===== src/logic/serial_cfg_pkg.sv =====
// Shared constants, types and structs for the serial configuration port
package serial_cfg_pkg;
   localparam int CLK_PERIOD_NS = 100;
   // Delayed sampling after a clock rise, and drive update after a fall
   localparam int RISE_DELAY_NS = 100;
   localparam int FALL_DELAY_NS = 100;
   localparam int RISE_CYC_I = (RISE_DELAY_NS + CLK_PERIOD_NS - 1) / CLK_PERIOD_NS;
   localparam int FALL_CYC_I = (FALL_DELAY_NS + CLK_PERIOD_NS - 1) / CLK_PERIOD_NS;
   localparam logic [3:0] RISE_CYC = (RISE_CYC_I < 1) ? 4'h1 : 4'(RISE_CYC_I);
   localparam logic [3:0] FALL_CYC = (FALL_CYC_I < 1) ? 4'h1 : 4'(FALL_CYC_I);

   localparam logic [4:0] ADDR_FIXED = 5'h11;
   localparam int REG_COUNT = 28;
   localparam logic [7:0] OUT_CFG_REG = 8'h01;
   localparam int OUT_CFG_BIT = 0;
   localparam logic OUT_CFG_RESET = 1'b0;
   localparam logic [3:0] BITS_PER_BYTE = 4'h8;

   // Common-mode comparator level codes
   localparam logic [1:0] CM_2V0 = 2'h0;
   localparam logic [1:0] CM_2V5 = 2'h1;
   localparam logic [1:0] CM_3V0 = 2'h2;

   typedef enum logic [3:0] {
      PH_IDLE = 4'h0,
      PH_ADDR = 4'h1,
      PH_ADDR_ACK = 4'h2,
      PH_PTR = 4'h3,
      PH_PTR_ACK = 4'h4,
      PH_WDATA = 4'h5,
      PH_WDATA_ACK = 4'h6,
      PH_RDATA = 4'h7,
      PH_RACK = 4'h8
   } phase_t;

   typedef struct packed {
      logic [1:0] red;
      logic [1:0] green;
      logic [1:0] blue;
   } cm_levels_t;

   typedef struct packed {
      logic en;
      logic [7:0] addr;
      logic [7:0] data;
   } reg_write_t;
endpackage


===== src/logic/pin_sync.sv =====
// Two-stage synchroniser for asynchronous inputs
`timescale 1ns/100ps
module pin_sync #(
   parameter int W = 1,
   parameter logic [W-1:0] RST_VAL = '0
) (
   input wire logic i_mclk,
   input wire logic i_resetn,
   input wire logic [W-1:0] i_d,
   output logic [W-1:0] o_q
);
   typedef struct packed {
      logic [W-1:0] first;
      logic [W-1:0] second;
   } sync_st_t;

   sync_st_t st;
   sync_st_t next_st;

   // First stage feeds only the second stage
   always_comb begin
      next_st.first = i_d;
      next_st.second = st.first;
   end

   always_ff @(posedge i_mclk or negedge i_resetn) begin
      if (!i_resetn) begin
         // Both stages reset to the pin's idle level, so no false edge follows reset
         st <= {RST_VAL, RST_VAL};
      end else begin
         st <= next_st;
      end
   end

   assign o_q = st.second;
endmodule


===== src/logic/cfg_reg_store.sv =====
// Configuration register storage with registered read data
`timescale 1ns/100ps
module cfg_reg_store #(
   parameter int DEPTH = serial_cfg_pkg::REG_COUNT
) (
   input wire logic i_mclk,
   input wire logic i_resetn,
   input wire serial_cfg_pkg::reg_write_t i_wr,
   input wire logic [7:0] i_raddr,
   output logic [7:0] o_rdata
);
   typedef struct packed {
      logic [DEPTH-1:0][7:0] mem;
      logic [7:0] rdata;
   } store_st_t;

   store_st_t st;
   store_st_t next_st;

   always_comb begin
      next_st = st;
      for (int i = 0; i < DEPTH; i++) begin
         if (i_wr.en && i_wr.addr == 8'(i)) begin
            next_st.mem[i] = i_wr.data;
         end
      end
      // Unmapped pointer values read as zero
      next_st.rdata = 8'h00;
      for (int i = 0; i < DEPTH; i++) begin
         if (i_raddr == 8'(i)) begin
            next_st.rdata = st.mem[i];
         end
      end
   end

   always_ff @(posedge i_mclk or negedge i_resetn) begin
      if (!i_resetn) begin
         st <= '0;
      end else begin
         st <= next_st;
      end
   end

   assign o_rdata = st.rdata;
endmodule


===== src/logic/serial_config_port_sync_decode.sv =====
// Two-wire configuration target port with common-mode sync decoder
// Function
// - Target address is 10001, then high strap, then low strap.
// - Address compare uses present strap pin levels, so strap changes move the address.
// - Host drives clock; data line is open-drain, only pulled low or released.
// - Both lines watched always; everything ignored until a start is seen.
// - Address byte is seven address bits then direction, one meaning read.
// - Matching address is acknowledged by pulling data low; others stay silent.
// - Byte after a write address loads the register pointer before any data.
// - Pointer increments after every data byte read or written.
// - Register 0x01 bit 0 selects output mode: zero sync decode, one pass-through.
// - Decode mode: hsync on red pin, vsync on green, blue held low.
// - Common-mode levels map to hsync and vsync per the four-row table.
// - Pass-through mode copies the three common-mode levels to the outputs.
// - Transfer ends at stop or repeated start; repeated start may reverse direction.
// - Write data sampled after delayed clock rise; read data changes after clock fall.
`timescale 1ns/100ps
module serial_config_port_sync_decode (
   input wire logic i_mclk,
   input wire logic i_resetn,
   input wire logic i_scl,
   input wire logic i_sda,
   output logic o_sda_out,
   output logic o_sda_oe_n,
   input wire logic i_addr_strap_low_pin,
   input wire logic i_addr_strap_high_pin,
   input wire serial_cfg_pkg::cm_levels_t i_cm_level,
   output logic [1:0] o_hsync_or_red_cm_out,
   output logic [1:0] o_vsync_or_green_cm_out,
   output logic [1:0] o_blue_cm_out
);
   typedef struct packed {
      serial_cfg_pkg::phase_t ph;
      logic scl_d;
      logic sda_d;
      logic [3:0] rise_cnt;
      logic [3:0] fall_cnt;
      logic [3:0] bit_cnt;
      logic [7:0] sh;
      logic [7:0] ptr;
      logic rw;
      logic nack;
      logic sda_oe_n;
      logic sda_out;
      logic pass_mode;
      serial_cfg_pkg::reg_write_t wr;
      serial_cfg_pkg::cm_levels_t cm_prev;
      logic hsync;
      logic vsync;
      logic [1:0] red_out;
      logic [1:0] green_out;
      logic [1:0] blue_out;
   } port_st_t;

   port_st_t st;
   port_st_t next_st;

   logic scl_s;
   logic sda_s;
   logic strap_lo;
   logic strap_hi;
   serial_cfg_pkg::cm_levels_t cm_s;
   logic [7:0] rdata;

   // Bus lines reset to their idle high level, so no false edge follows reset
   pin_sync #(
      .W(2),
      .RST_VAL(2'h3)
   ) u_bus_sync (
      .i_mclk(i_mclk),
      .i_resetn(i_resetn),
      .i_d({i_scl, i_sda}),
      .o_q({scl_s, sda_s})
   );

   // Straps may move at any time; the compare follows them
   pin_sync #(
      .W(2),
      .RST_VAL(2'h0)
   ) u_strap_sync (
      .i_mclk(i_mclk),
      .i_resetn(i_resetn),
      .i_d({i_addr_strap_low_pin, i_addr_strap_high_pin}),
      .o_q({strap_lo, strap_hi})
   );

   // Comparator outputs are asynchronous to the core clock
   pin_sync #(
      .W(6)
   ) u_cm_sync (
      .i_mclk(i_mclk),
      .i_resetn(i_resetn),
      .i_d(i_cm_level),
      .o_q(cm_s)
   );

   cfg_reg_store #(
      .DEPTH(serial_cfg_pkg::REG_COUNT)
   ) u_regs (
      .i_mclk(i_mclk),
      .i_resetn(i_resetn),
      .i_wr(st.wr),
      .i_raddr(st.ptr),
      .o_rdata(rdata)
   );

   logic start_ev;
   logic stop_ev;
   logic rise_ev;
   logic fall_ev;
   logic addr_hit;
   logic byte_done;

   always_comb begin
      next_st = st;
      next_st.scl_d = scl_s;
      next_st.sda_d = sda_s;
      next_st.wr.en = 1'b0;

      start_ev = scl_s && st.scl_d && st.sda_d && !sda_s;
      stop_ev = scl_s && st.scl_d && !st.sda_d && sda_s;
      rise_ev = (st.rise_cnt == 4'h1);
      fall_ev = (st.fall_cnt == 4'h1);
      byte_done = (st.bit_cnt == serial_cfg_pkg::BITS_PER_BYTE);
      // Straps read live at compare time
      addr_hit = (st.sh[7:1] == {serial_cfg_pkg::ADDR_FIXED, strap_hi, strap_lo});

      // Rise delay counter restarts on each bus clock rise, fall delay counter on each fall
      if (scl_s && !st.scl_d) begin
         next_st.rise_cnt = serial_cfg_pkg::RISE_CYC;
      end else if (st.rise_cnt != 4'h0) begin
         next_st.rise_cnt = st.rise_cnt - 4'h1;
      end
      if (!scl_s && st.scl_d) begin
         next_st.fall_cnt = serial_cfg_pkg::FALL_CYC;
      end else if (st.fall_cnt != 4'h0) begin
         next_st.fall_cnt = st.fall_cnt - 4'h1;
      end

      if (start_ev) begin
         // Partial byte is dropped; no write is issued
         next_st.ph = serial_cfg_pkg::PH_ADDR;
         next_st.bit_cnt = 4'h0;
         next_st.sda_oe_n = 1'b1;
         next_st.rise_cnt = 4'h0;
         next_st.fall_cnt = 4'h0;
      end else if (stop_ev) begin
         next_st.ph = serial_cfg_pkg::PH_IDLE;
         next_st.sda_oe_n = 1'b1;
      end else begin
         unique case (st.ph)
            serial_cfg_pkg::PH_IDLE: begin
               next_st.sda_oe_n = 1'b1;
            end
            serial_cfg_pkg::PH_ADDR,
            serial_cfg_pkg::PH_PTR,
            serial_cfg_pkg::PH_WDATA: begin
               if (rise_ev && !byte_done) begin
                  next_st.sh = {st.sh[6:0], sda_s};
                  next_st.bit_cnt = st.bit_cnt + 4'h1;
               end else if (fall_ev && byte_done) begin
                  next_st.bit_cnt = 4'h0;
                  next_st.sda_oe_n = 1'b0;
                  if (st.ph == serial_cfg_pkg::PH_ADDR) begin
                     if (addr_hit) begin
                        next_st.rw = st.sh[0];
                        next_st.ph = serial_cfg_pkg::PH_ADDR_ACK;
                     end else begin
                        // Silent on a miss, wait for next start
                        next_st.sda_oe_n = 1'b1;
                        next_st.ph = serial_cfg_pkg::PH_IDLE;
                     end
                  end else if (st.ph == serial_cfg_pkg::PH_PTR) begin
                     next_st.ptr = st.sh;
                     next_st.ph = serial_cfg_pkg::PH_PTR_ACK;
                  end else begin
                     next_st.wr.en = 1'b1;
                     next_st.wr.addr = st.ptr;
                     next_st.wr.data = st.sh;
                     if (st.ptr == serial_cfg_pkg::OUT_CFG_REG) begin
                        next_st.pass_mode = st.sh[serial_cfg_pkg::OUT_CFG_BIT];
                     end
                     next_st.ptr = st.ptr + 8'h01;
                     next_st.ph = serial_cfg_pkg::PH_WDATA_ACK;
                  end
               end
            end
            serial_cfg_pkg::PH_ADDR_ACK: begin
               if (fall_ev) begin
                  if (st.rw) begin
                     next_st.sh = rdata;
                     next_st.sda_oe_n = rdata[7];
                     next_st.ptr = st.ptr + 8'h01;
                     next_st.ph = serial_cfg_pkg::PH_RDATA;
                  end else begin
                     next_st.sda_oe_n = 1'b1;
                     next_st.ph = serial_cfg_pkg::PH_PTR;
                  end
               end
            end
            serial_cfg_pkg::PH_PTR_ACK,
            serial_cfg_pkg::PH_WDATA_ACK: begin
               if (fall_ev) begin
                  next_st.sda_oe_n = 1'b1;
                  next_st.ph = serial_cfg_pkg::PH_WDATA;
               end
            end
            serial_cfg_pkg::PH_RDATA: begin
               if (rise_ev) begin
                  next_st.bit_cnt = st.bit_cnt + 4'h1;
               end else if (fall_ev) begin
                  // Drive changes only after the falling edge
                  if (byte_done) begin
                     next_st.sda_oe_n = 1'b1;
                     next_st.bit_cnt = 4'h0;
                     next_st.ph = serial_cfg_pkg::PH_RACK;
                  end else begin
                     next_st.sh = {st.sh[6:0], 1'b0};
                     next_st.sda_oe_n = st.sh[6];
                  end
               end
            end
            serial_cfg_pkg::PH_RACK: begin
               if (rise_ev) begin
                  next_st.nack = sda_s;
               end else if (fall_ev) begin
                  if (st.nack) begin
                     next_st.ph = serial_cfg_pkg::PH_IDLE;
                  end else begin
                     next_st.sh = rdata;
                     next_st.sda_oe_n = rdata[7];
                     next_st.ptr = st.ptr + 8'h01;
                     next_st.ph = serial_cfg_pkg::PH_RDATA;
                  end
               end
            end
            default: begin
               next_st.ph = serial_cfg_pkg::PH_IDLE;
               next_st.sda_oe_n = 1'b1;
            end
         endcase
      end

      // Decode only on a level code seen twice, to skip comparator skew
      next_st.cm_prev = cm_s;
      if (cm_s == st.cm_prev) begin
         unique case (cm_s)
            {serial_cfg_pkg::CM_2V5, serial_cfg_pkg::CM_3V0, serial_cfg_pkg::CM_2V0}: begin
               next_st.hsync = 1'b0;
               next_st.vsync = 1'b0;
            end
            {serial_cfg_pkg::CM_3V0, serial_cfg_pkg::CM_2V0, serial_cfg_pkg::CM_2V5}: begin
               next_st.hsync = 1'b0;
               next_st.vsync = 1'b1;
            end
            {serial_cfg_pkg::CM_2V0, serial_cfg_pkg::CM_3V0, serial_cfg_pkg::CM_2V5}: begin
               next_st.hsync = 1'b1;
               next_st.vsync = 1'b0;
            end
            {serial_cfg_pkg::CM_2V5, serial_cfg_pkg::CM_2V0, serial_cfg_pkg::CM_3V0}: begin
               next_st.hsync = 1'b1;
               next_st.vsync = 1'b1;
            end
            // Unlisted level mixes keep the last decoded syncs
            default: begin
               next_st.hsync = st.hsync;
               next_st.vsync = st.vsync;
            end
         endcase
      end

      if (st.pass_mode) begin
         next_st.red_out = cm_s.red;
         next_st.green_out = cm_s.green;
         next_st.blue_out = cm_s.blue;
      end else begin
         next_st.red_out = {1'b0, st.hsync};
         next_st.green_out = {1'b0, st.vsync};
         next_st.blue_out = 2'h0;
      end
   end

   always_ff @(posedge i_mclk or negedge i_resetn) begin
      if (!i_resetn) begin
         st <= '0;
         st.ph <= serial_cfg_pkg::PH_IDLE;
         st.scl_d <= 1'b1;
         st.sda_d <= 1'b1;
         st.sda_oe_n <= 1'b1;
         st.sda_out <= 1'b0;
         st.pass_mode <= serial_cfg_pkg::OUT_CFG_RESET;
      end else begin
         st <= next_st;
      end
   end

   // Open-drain: only ever drives low
   assign o_sda_out = st.sda_out;
   assign o_sda_oe_n = st.sda_oe_n;
   assign o_hsync_or_red_cm_out = st.red_out;
   assign o_vsync_or_green_cm_out = st.green_out;
   assign o_blue_cm_out = st.blue_out;
endmodule


===== config.mk =====
export PLATFORM = sky130hd
export DESIGN_NAME = serial_config_port_sync_decode
export DESIGN_NICKNAME = d
export VERILOG_FILES = /design/src/logic/serial_cfg_pkg.sv /design/src/logic/pin_sync.sv /design/src/logic/cfg_reg_store.sv /design/src/logic/serial_config_port_sync_decode.sv
export SDC_FILE = /design/constraint.sdc
export NUM_CORES = 1
export LEC_CHECK = 0
export BUFFER_PORTS_ARGS = -buffer_cell sky130_fd_sc_hd__buf_2
export CAP_MARGIN = 20
export CORE_MARGIN = 3
export CORE_UTILIZATION = 58
export DETAILED_ROUTE_END_ITERATION = 10
export GPL_ROUTABILITY_DRIVEN = 1
export PLACE_DENSITY = 0.74
export SYNTH_ARGS = -nofsm -noshare
export SYNTH_HDL_FRONTEND = slang
export SYNTH_SLANG_ARGS = --single-unit
export TNS_END_PERCENT = 20

===== constraint.sdc =====
create_clock -name i_mclk -period 3 [get_ports i_mclk]
set_clock_uncertainty 0.05 [all_clocks]
set_input_delay 0.75 -clock i_mclk [delete_from_list [all_inputs] [get_ports i_mclk]]
set_output_delay 0.75 -clock i_mclk [all_outputs]
set_load 0.01 [all_outputs]

After elaboration in Yosys (flattened, before gate mapping)
Index checks and enable logic that the tools add are counted.

Bitwise gates (word level): 5. Add/subtract/negate cells: 4. Shift operators: 0. Magnitude comparators: 0. Equal/unequal tests: 98. Reduce and logical (&&, ||, !) cells: 65. Multiplexer cells: 102. $mul: 0. Div/mod/pow operators: 0.

Operator list (number): two-way mux 8 bit (34); == test 8 x 5 -> 1 bit, second input constant (24); == test 8 x 4 -> 1 bit, second input constant (16); two-way mux 17 bit (7); two-way mux 4 bit (21); two-way mux 16 bit (5); == test 8 x 3 -> 1 bit, second input constant (8); inequality test 4 bit, second input constant (13); logical AND 1 bit (37); == test 8 x 2 -> 1 bit, second input constant (4); one-hot mux 8 bit (4 select lines) (1); inequality test 2 bit, second input constant (13); one-hot mux 4 bit (6 select lines) (1); one-hot mux 8 bit (3 select lines) (1); two-way mux 22 bit (1); two-way mux 1 bit (20); two-way mux 9 bit (2); == test 4 x 3 -> 1 bit, second input constant (4); == test 8 x 1 -> 1 bit, second input constant (2); zero test 8 bit (2); nonzero test 4 bit (4); AND reduction 7 bit (2); == test 4 x 1 -> 1 bit, second input constant (3); == test 6 x 5 -> 1 bit, second input constant (2); 31 further kinds (47).

Bits in writable memories: 0. Bits in latches: 0. Flip-flop bits (word level): 321. Logic and storage cells: 332. Output and inout port bits: 8. Memories kept: 0. ROM bits: 0. Bits of input ports: 12.

Logic depth before layout (Yosys ltp)
Gate-level depths: netlist (run 1).

Depth after elaboration: 29. Depth in mapped cells: 11. Depth with buffers taken out: 8.

Modules after synthesis
A second synthesis (run 1) with hierarchy kept.

Cells, all modules: 1304. Area total of the unflattened synthesis: 15582.4 um^2.

Modules (own cells, without submodules): cfg_reg_store (sequential area each 5805.6 um^2, cells an instance 902, instances 1, area an instance 11262.1 um^2); serial_config_port_sync_decode (sequential area each 1730.4 um^2, cells an instance 382, instances 1, area an instance 3814.9 um^2); pin_sync at u_cm_sync (sequential area each 300.3 um^2, cells an instance 12, instances 1, area an instance 300.3 um^2); pin_sync at u_bus_sync (sequential area each 105.1 um^2, cells an instance 4, instances 1, area an instance 105.1 um^2); pin_sync at u_strap_sync (sequential area each 100.1 um^2, cells an instance 4, instances 1, area an instance 100.1 um^2).

Least setup slack after synthesis (run 1)
OpenSTA, ideal clock, no wires.

Path type: register to register. Start: register st[36] (netlist bit). End: register u_regs.st (netlist bit u_regs.o_rdata[7]). Cell stages (with the launch flop): 11. Path buffers: 3. Data required time: 2820 ps. Setup slack: 678 ps. Period minus slack after synthesis: 2322 ps. Library setup time: 130 ps. Data arrival time: 2142 ps. Path through: dfrtp_1 inv_1 ha_1 clkbuf_1 clkbuf_1 buf_1 a211oi_1 o22ai_1 o21ai_0 a22oi_1 o21ai_0.

RTL lines: from (decl) (RTL line serial_config_port_sync_decode.sv:55) `port_st_t st;`; from (signal assigned) (RTL line serial_config_port_sync_decode.sv:293) `st <= next_st;`; to (signal assigned) (RTL line cfg_reg_store.sv:40) `st <= next_st;`; to (decl) (RTL line cfg_reg_store.sv:17) `store_st_t st;`.

==> impl_metrics.ini, run 1 <==
[critical_path]
worst_r2r_startpoint = st[36]
crit_chain = inv_1 -> ha_2 -> nor2_1 -> o21ai_0 -> o21ai_0 -> o221a_2 -> o221ai_1 -> a21o_1
cp_slowest_cell = nor2_1
reg2reg_to = u_regs.o_rdata[6]
cp.required_ns = 3.35
crit_end = u_regs.o_rdata[6]
crit_top_cell = o21ai_0
regToRegSetupSlack_ns = 0.12
critPathLaunchType = flop
worstSetupEndpointType = flop
crit_start = st[36]
cp.arrival_ns = 3.23
cp_slowest_stage_delay_ns = 0.76
path_max_fanout = 22
worstSetupPathType = flop to flop
reg2reg_depth = 8

[floorplanning]
dieHeight_um = 170
ios = 20
fp.dieW_um = 170
rows = 59
core_area_um2 = 26300
start_util_pct = 59.5
dieArea_um2 = 28900

[cts]
tritoncts = built
cts_root_buf = clkbuf_16
clock_path_buffers = 3
clock_sinks = 321
post-cts-setup-buffers = 0
clk_pin_slew_ns = 0.06
clk_latency_ns = 0.52
cts_buffers = 35
htree_levels = 2

[finish]
layout_common_cells = dfrtp_1, mux2_2, nand2_1
final_nets = 1494
drive_gt1_share_pct = 27.4
diodes = 0
area_delta_synth_final_pct = 13.0
final_common_cell = dfrtp_1

[sta]
setup_violations = 0
worstMarginPinSlew_ns = 0.920
fin_crit_sh_pct = 96.2
hold_ws_ns = 0.0965
slew_headroom_pct = 38.4
slew_violations = 0
rsz0062_at_grt = no
hold_viol_final = 0
fin_tns_setup_ns = 0
fin_crit_ns = 2.88
fmax_mhz = 347
setup_ws_ns = 0.115

[synthesis]
synth_area_leaders = dfrtp_1, mux2_2, nand2_1
synth_area_um2 = 15600
synth-seq-cells = 321
syn_avg_cell_area_um2 = 10.9
synth_fp_nets = 1463
synth_edf_count = 0
synth_warnings = 0
ys_types = 80
ys_seq_area_share_pct = 51.5
syn_inst = 1440
netlist.area_leader.share_pct = 50.3
async_reset_ff_share_pct = 100
ys.flop_type = dfrtp_1
synth_area_leader_cell = dfrtp_1

[grt]
antenna_found_initial = 0
grtUsageTotal_pct = 32.0
overflow = 0
first_global_vias = 12100
grt_max_degree = 101
grt_pass1_wl_um = 71600

[drt]
vias_per_cell = 6.66
route.detailed.drc = 0
ant_nets = 0
drtIter0Drc = 1555
via_count = 12200
wire_per_inst_um = 25.2
routed_wl_um = 46100
drt-pass1-iter-count = 6

[pwr]
peakVddDrop_v = 0.000415
power_frac_comb_pct = 16.0
sw_frac_of_total_pct = 27.5
pwr-share-clk_pct = 41.3
p_int_w = 0.00790
p_seq_share_pct = 42.7
power_leakage_nw = 8.34
powerDensity_nw_per_um2 = 617
p_switching_w = 0.00300

[place]
pre_cts_slack_ns = 0.236
place_congestion = 1.01
numPortBuffers = 18
dp_hpwl_um = 30700

[run]
maxCapViolations = 0

[outcome]
outcome = finished clean

[worst_hold_path]
hp-class = input pin to async pin
==> stage by stage <==
step / cell area [um^2] / util [%] / std cells / power [W]
after floorplan: 15600 / - / 1440 / 0.00570
after global routing: 17700 / 67.2 / 1830 / 0.0113
final: 17700 / 67.2 / 1830 / 0.0109
after detailed placement: 16400 / 62.6 / 1769 / 0.00639
after CTS: 17600 / 67.2 / 1830 / 0.0109
after global placement: 16400 / 62.6 / 1769 / 0.00636
==> sequential cells by signal (all words and copies together) (netlist names) <==
name	count
o_blue_cm_out	2
o_hsync_or_red_cm_out	2
o_sda_oe_n	1
o_vsync_or_green_cm_out	2
st	62
u_bus_sync.next_st	2
u_bus_sync.o_q	2
u_cm_sync.next_st	6
u_cm_sync.o_q	6
u_regs.o_rdata	8
u_regs.st	224
u_strap_sync.next_st	2
u_strap_sync.o_q	2
==> worst max-delay path, delay by kind of cell (launching register included) <==
kind	cells	cell delay [ns]
simple gates	1	0.76
buf+inv	1	0.11
flops	1	0.43
compound gates	5	1.06
fa+ha+maj	1	0.36
==> logic make-up after synthesis <==
logic type	count (synthesis)	share of synthesized area [%]
buf+inv	131	3.39
fa+ha+maj	11	0.881
flops	321	51.5
xor+xnor	18	1.01
mux	233	16.7
compound gates	325	14.0
simple gates	400	12.5
other cells	1	0.0240
==> power groups by stage <==
stage          Combinational (W)  Clock (W)  Sequential, W
2_1_floorplan            0.00104          0        0.00466
3_3_place_gp             0.00165          0        0.00471
3_5_place_dp             0.00167          0        0.00472
4_1_cts                  0.00169    0.00456        0.00465
5_1_grt                  0.00187    0.00475        0.00467
6_report                 0.00174    0.00450        0.00465
==> per-layer routing <==
layer / GRT usage, % / vias up / wire [um]
met2: 48.5 / 655 / 20800
met5: 0 / - / 0
li1: - / 5277 / -
met4: 11.7 / 0 / 1780
met1: 45.7 / 6122 / 19400
met3: 7.29 / 131 / 4210
==> synthesized netlist by cell type (all sizes together), types with 7 or more instances <==
cell	instances
a32oi	8
nand3	27
clkbuf	84
buf	25
nor2b	20
o31ai	9
mux2i	7
ha	11
o211ai	14
nor3b	11
nand2	151
o21ai	87
a31oi	18
inv	21
and2	13
nand2b	15
a211oi	11
a221oi	22
a22oi	16
a21o	11
o22ai	19
dfstp	7
a21oi	46
mux2	226
nor3	28
o2bb2ai	8
xor2	8
dfrtp	314
nor2	86
xnor2	10
==> worst min-delay path by stage <==
stage | to | slack, ns | depth (start not counted)
floorplan | u_cm_sync.o_q[0] | 0.28 | 0
global placement | u_cm_sync.o_q[1] | 0.28 | 0
detailed placement | u_cm_sync.o_q[4] | 0.29 | 0
CTS | st[67] | 0.10 | 1
global route | st[55] | 0.11 | 1
finish | st[67] | 0.1 | 1
==> timing repair <==
item / 4_1_cts / 5_1_grt
setup endpoints to repair: 0 / 2
hold buffers: 0 / 0
gates resized for setup: 0 / 2
hold endpoints to repair: 0 / 0
==> area by class of cell <==
class / instances / area (um^2)
Fill cell: 2064 / 8620
Inverter: 22 / 82.6
Timing Repair Buffer: 103 / 838
Tap cell: 335 / 419
Sequential cell: 321 / 8040
Clock inverter: 9 / 173
Clock buffer: 52 / 1030
Multi-Input combinational cell: 988 / 7070
(Power assumes the default switching activity.)
==> run 2, diff against run 1 <==
- CORE_UTILIZATION: 58 -> 46
- PLACE_DENSITY: 0.74 -> default
==> impl_metrics.ini, run 2 (synthesized netlist as in run 1, its figures left out) <==
[cts]
post-cts-setup-buffers = 0
cts_root_buf = clkbuf_16
cts_buffers = 37
clk_pin_slew_ns = 0.06
clk_latency_ns = 0.53
cts_hold_buffers = 0
clock_sinks = 321
htree_levels = 2
ctsResizeCount = 0
clock_path_buffers = 3
tritoncts = built

[floorplanning]
core_area_um2 = 33000
dieHeight_um = 190
start_util_pct = 47.3
dieArea_um2 = 36200
rows = 66
fp.dieW_um = 190
ios = 20

[finish]
final_nets = 1499
diodes = 0
layout_common_cells = dfrtp_1, mux2_2, nand2_1
area_delta_synth_final_pct = 14.4
final_common_cell = dfrtp_1
largest-register = u_regs.st
largest_reg_flops = 224
fin_util_pct = 54.1
drive_gt1_share_pct = 28.2

[grt]
grtUsageTotal_pct = 26.1
overflow = 0
antenna_found_initial = 0
grt_pass1_wl_um = 73300
first_global_vias = 12000
grt_max_degree = 71

[drt]
drt-pass1-iter-count = 9
wl_met2_um = 20600
vias_per_cell = 6.16
routed_wl_um = 46900
wl_met1_um = 20700
route.detailed.drc = 0
via_count = 12000
ant_nets = 0
wl_met3_um = 4060
drtIter0Drc = 1255
wire_per_inst_um = 24.1
maxUsedRoutingLayer = met4

[run]
maxCapViolations = 0

[pwr]
powerDensity_nw_per_um2 = 625
sw_frac_of_total_pct = 27.9
pwr-share-clk_pct = 43.3
power_frac_comb_pct = 15.1
peakVddDrop_v = 0.000418
p_seq_share_pct = 41.6
power_leakage_nw = 8.39
p_int_w = 0.00806
p_switching_w = 0.00312

[sta]
slew_violations = 0
setup_violations = 0
fmax_mhz = 350
hold_viol_final = 0
worstMarginPinSlew_ns = 0.856
fin_crit_ns = 2.86
slew_headroom_pct = 43.0
rsz0062_at_grt = no
fin_crit_sh_pct = 95.4
fin_tns_setup_ns = 0

[critical_path]
worstSetupEndpointType = flop
critPathLaunchType = flop
cp.required_ns = 3.36
cp.arrival_ns = 3.22
worstSetupPathType = flop to flop
regToRegSetupSlack_ns = 0.14
path_max_fanout = 15

[worst_hold_path]
hp-class = input pin to async pin

[place]
dp_hpwl_um = 31500
place_congestion = 0.988
numPortBuffers = 18

[outcome]
outcome = finished clean
-- run 2: cell count changes in the layout (fill, tap and decap cells not counted) --
cell	before	now
clkbuf_8	5	7
buf_4	77	85
a221oi_1	20	22
clkinv_4	0	2
inv_6	0	3
clkbuf_16	37	39
clkinvlp_4	1	2
ha_4	0	2
clkbuf_1	10	2
buf_12	8	3
ha_2	3	1
a221oi_2	2	0
clkinv_2	3	7
-- run 2: cell type report --
cell class | instances | area (um^2)
Tap cell | 442 | 553
Clock buffer | 48 | 1080
Fill cell | 2855 | 15200
Timing Repair Buffer | 106 | 798
Inverter | 22 | 82.6
Clock inverter | 19 | 244
Multi-Input combinational cell | 988 | 7080
Sequential cell | 321 | 8040
-- run 2: path summary, 6_finish.rpt --
check | to | cells after the start | startpoint
worst max-delay path | u_regs.o_rdata[3] | 9 | st[36]
worst min-delay path | st[54] | 1 | i_resetn
worst max register to register | u_regs.o_rdata[3] | 9 | st[36]
worst min register to register | u_cm_sync.o_q[0] | 0 | u_cm_sync.next_st[0]
max in group asynchronous | u_regs.st[54] | 2 | i_resetn
min in group i_mclk | u_bus_sync.next_st[1] | 1 | i_scl
-- run 2: per-layer routing --
| metal | global-route usage, % | vias to the layer above |
|---|---|---|
| li1 | - | 5285 |
| met5 | 0 | - |
| met4 | 7.59 | 0 |
| met1 | 37.8 | 6024 |
| met3 | 5.85 | 118 |
| met2 | 39.4 | 555 |
-- run 2: worst max-delay path, stage by stage, from the launching register on --
cell      delay [ns]
dfrtp_1         0.48
inv_1           0.16
ha_1            0.25
nor2b_1         0.13
buf_4           0.23
a221oi_1        0.38
o32ai_1         0.15
o21ai_0         0.40
a31oi_1         0.21
a211o_1         0.30
-- run 2: power groups by stage --
stage	Sequential, W	Clock, W	Combinational, W
after floorplan	0.00466	0	0.00104
after global placement	0.00472	0	0.00161
after detailed placement	0.00472	0	0.00162
after CTS	0.00464	0.00492	0.00163
after global routing	0.00467	0.00510	0.00184
final	0.00465	0.00485	0.00169
-- run 2: metrics by stage --
stage	cell area [um^2]	power (W)	cells	hold slack, ns	worst slack [ns]
global placement	16500	0.00633	1878	0.286	0.179
CTS	17900	0.0112	1945	0.159	0.150
floorplan	15600	0.00570	1440	0.281	0.678
global route	17900	0.0116	1946	0.179	0.00660
finish	17900	0.0112	1946	0.141	0.139
detailed placement	16500	0.00634	1878	0.286	0.188
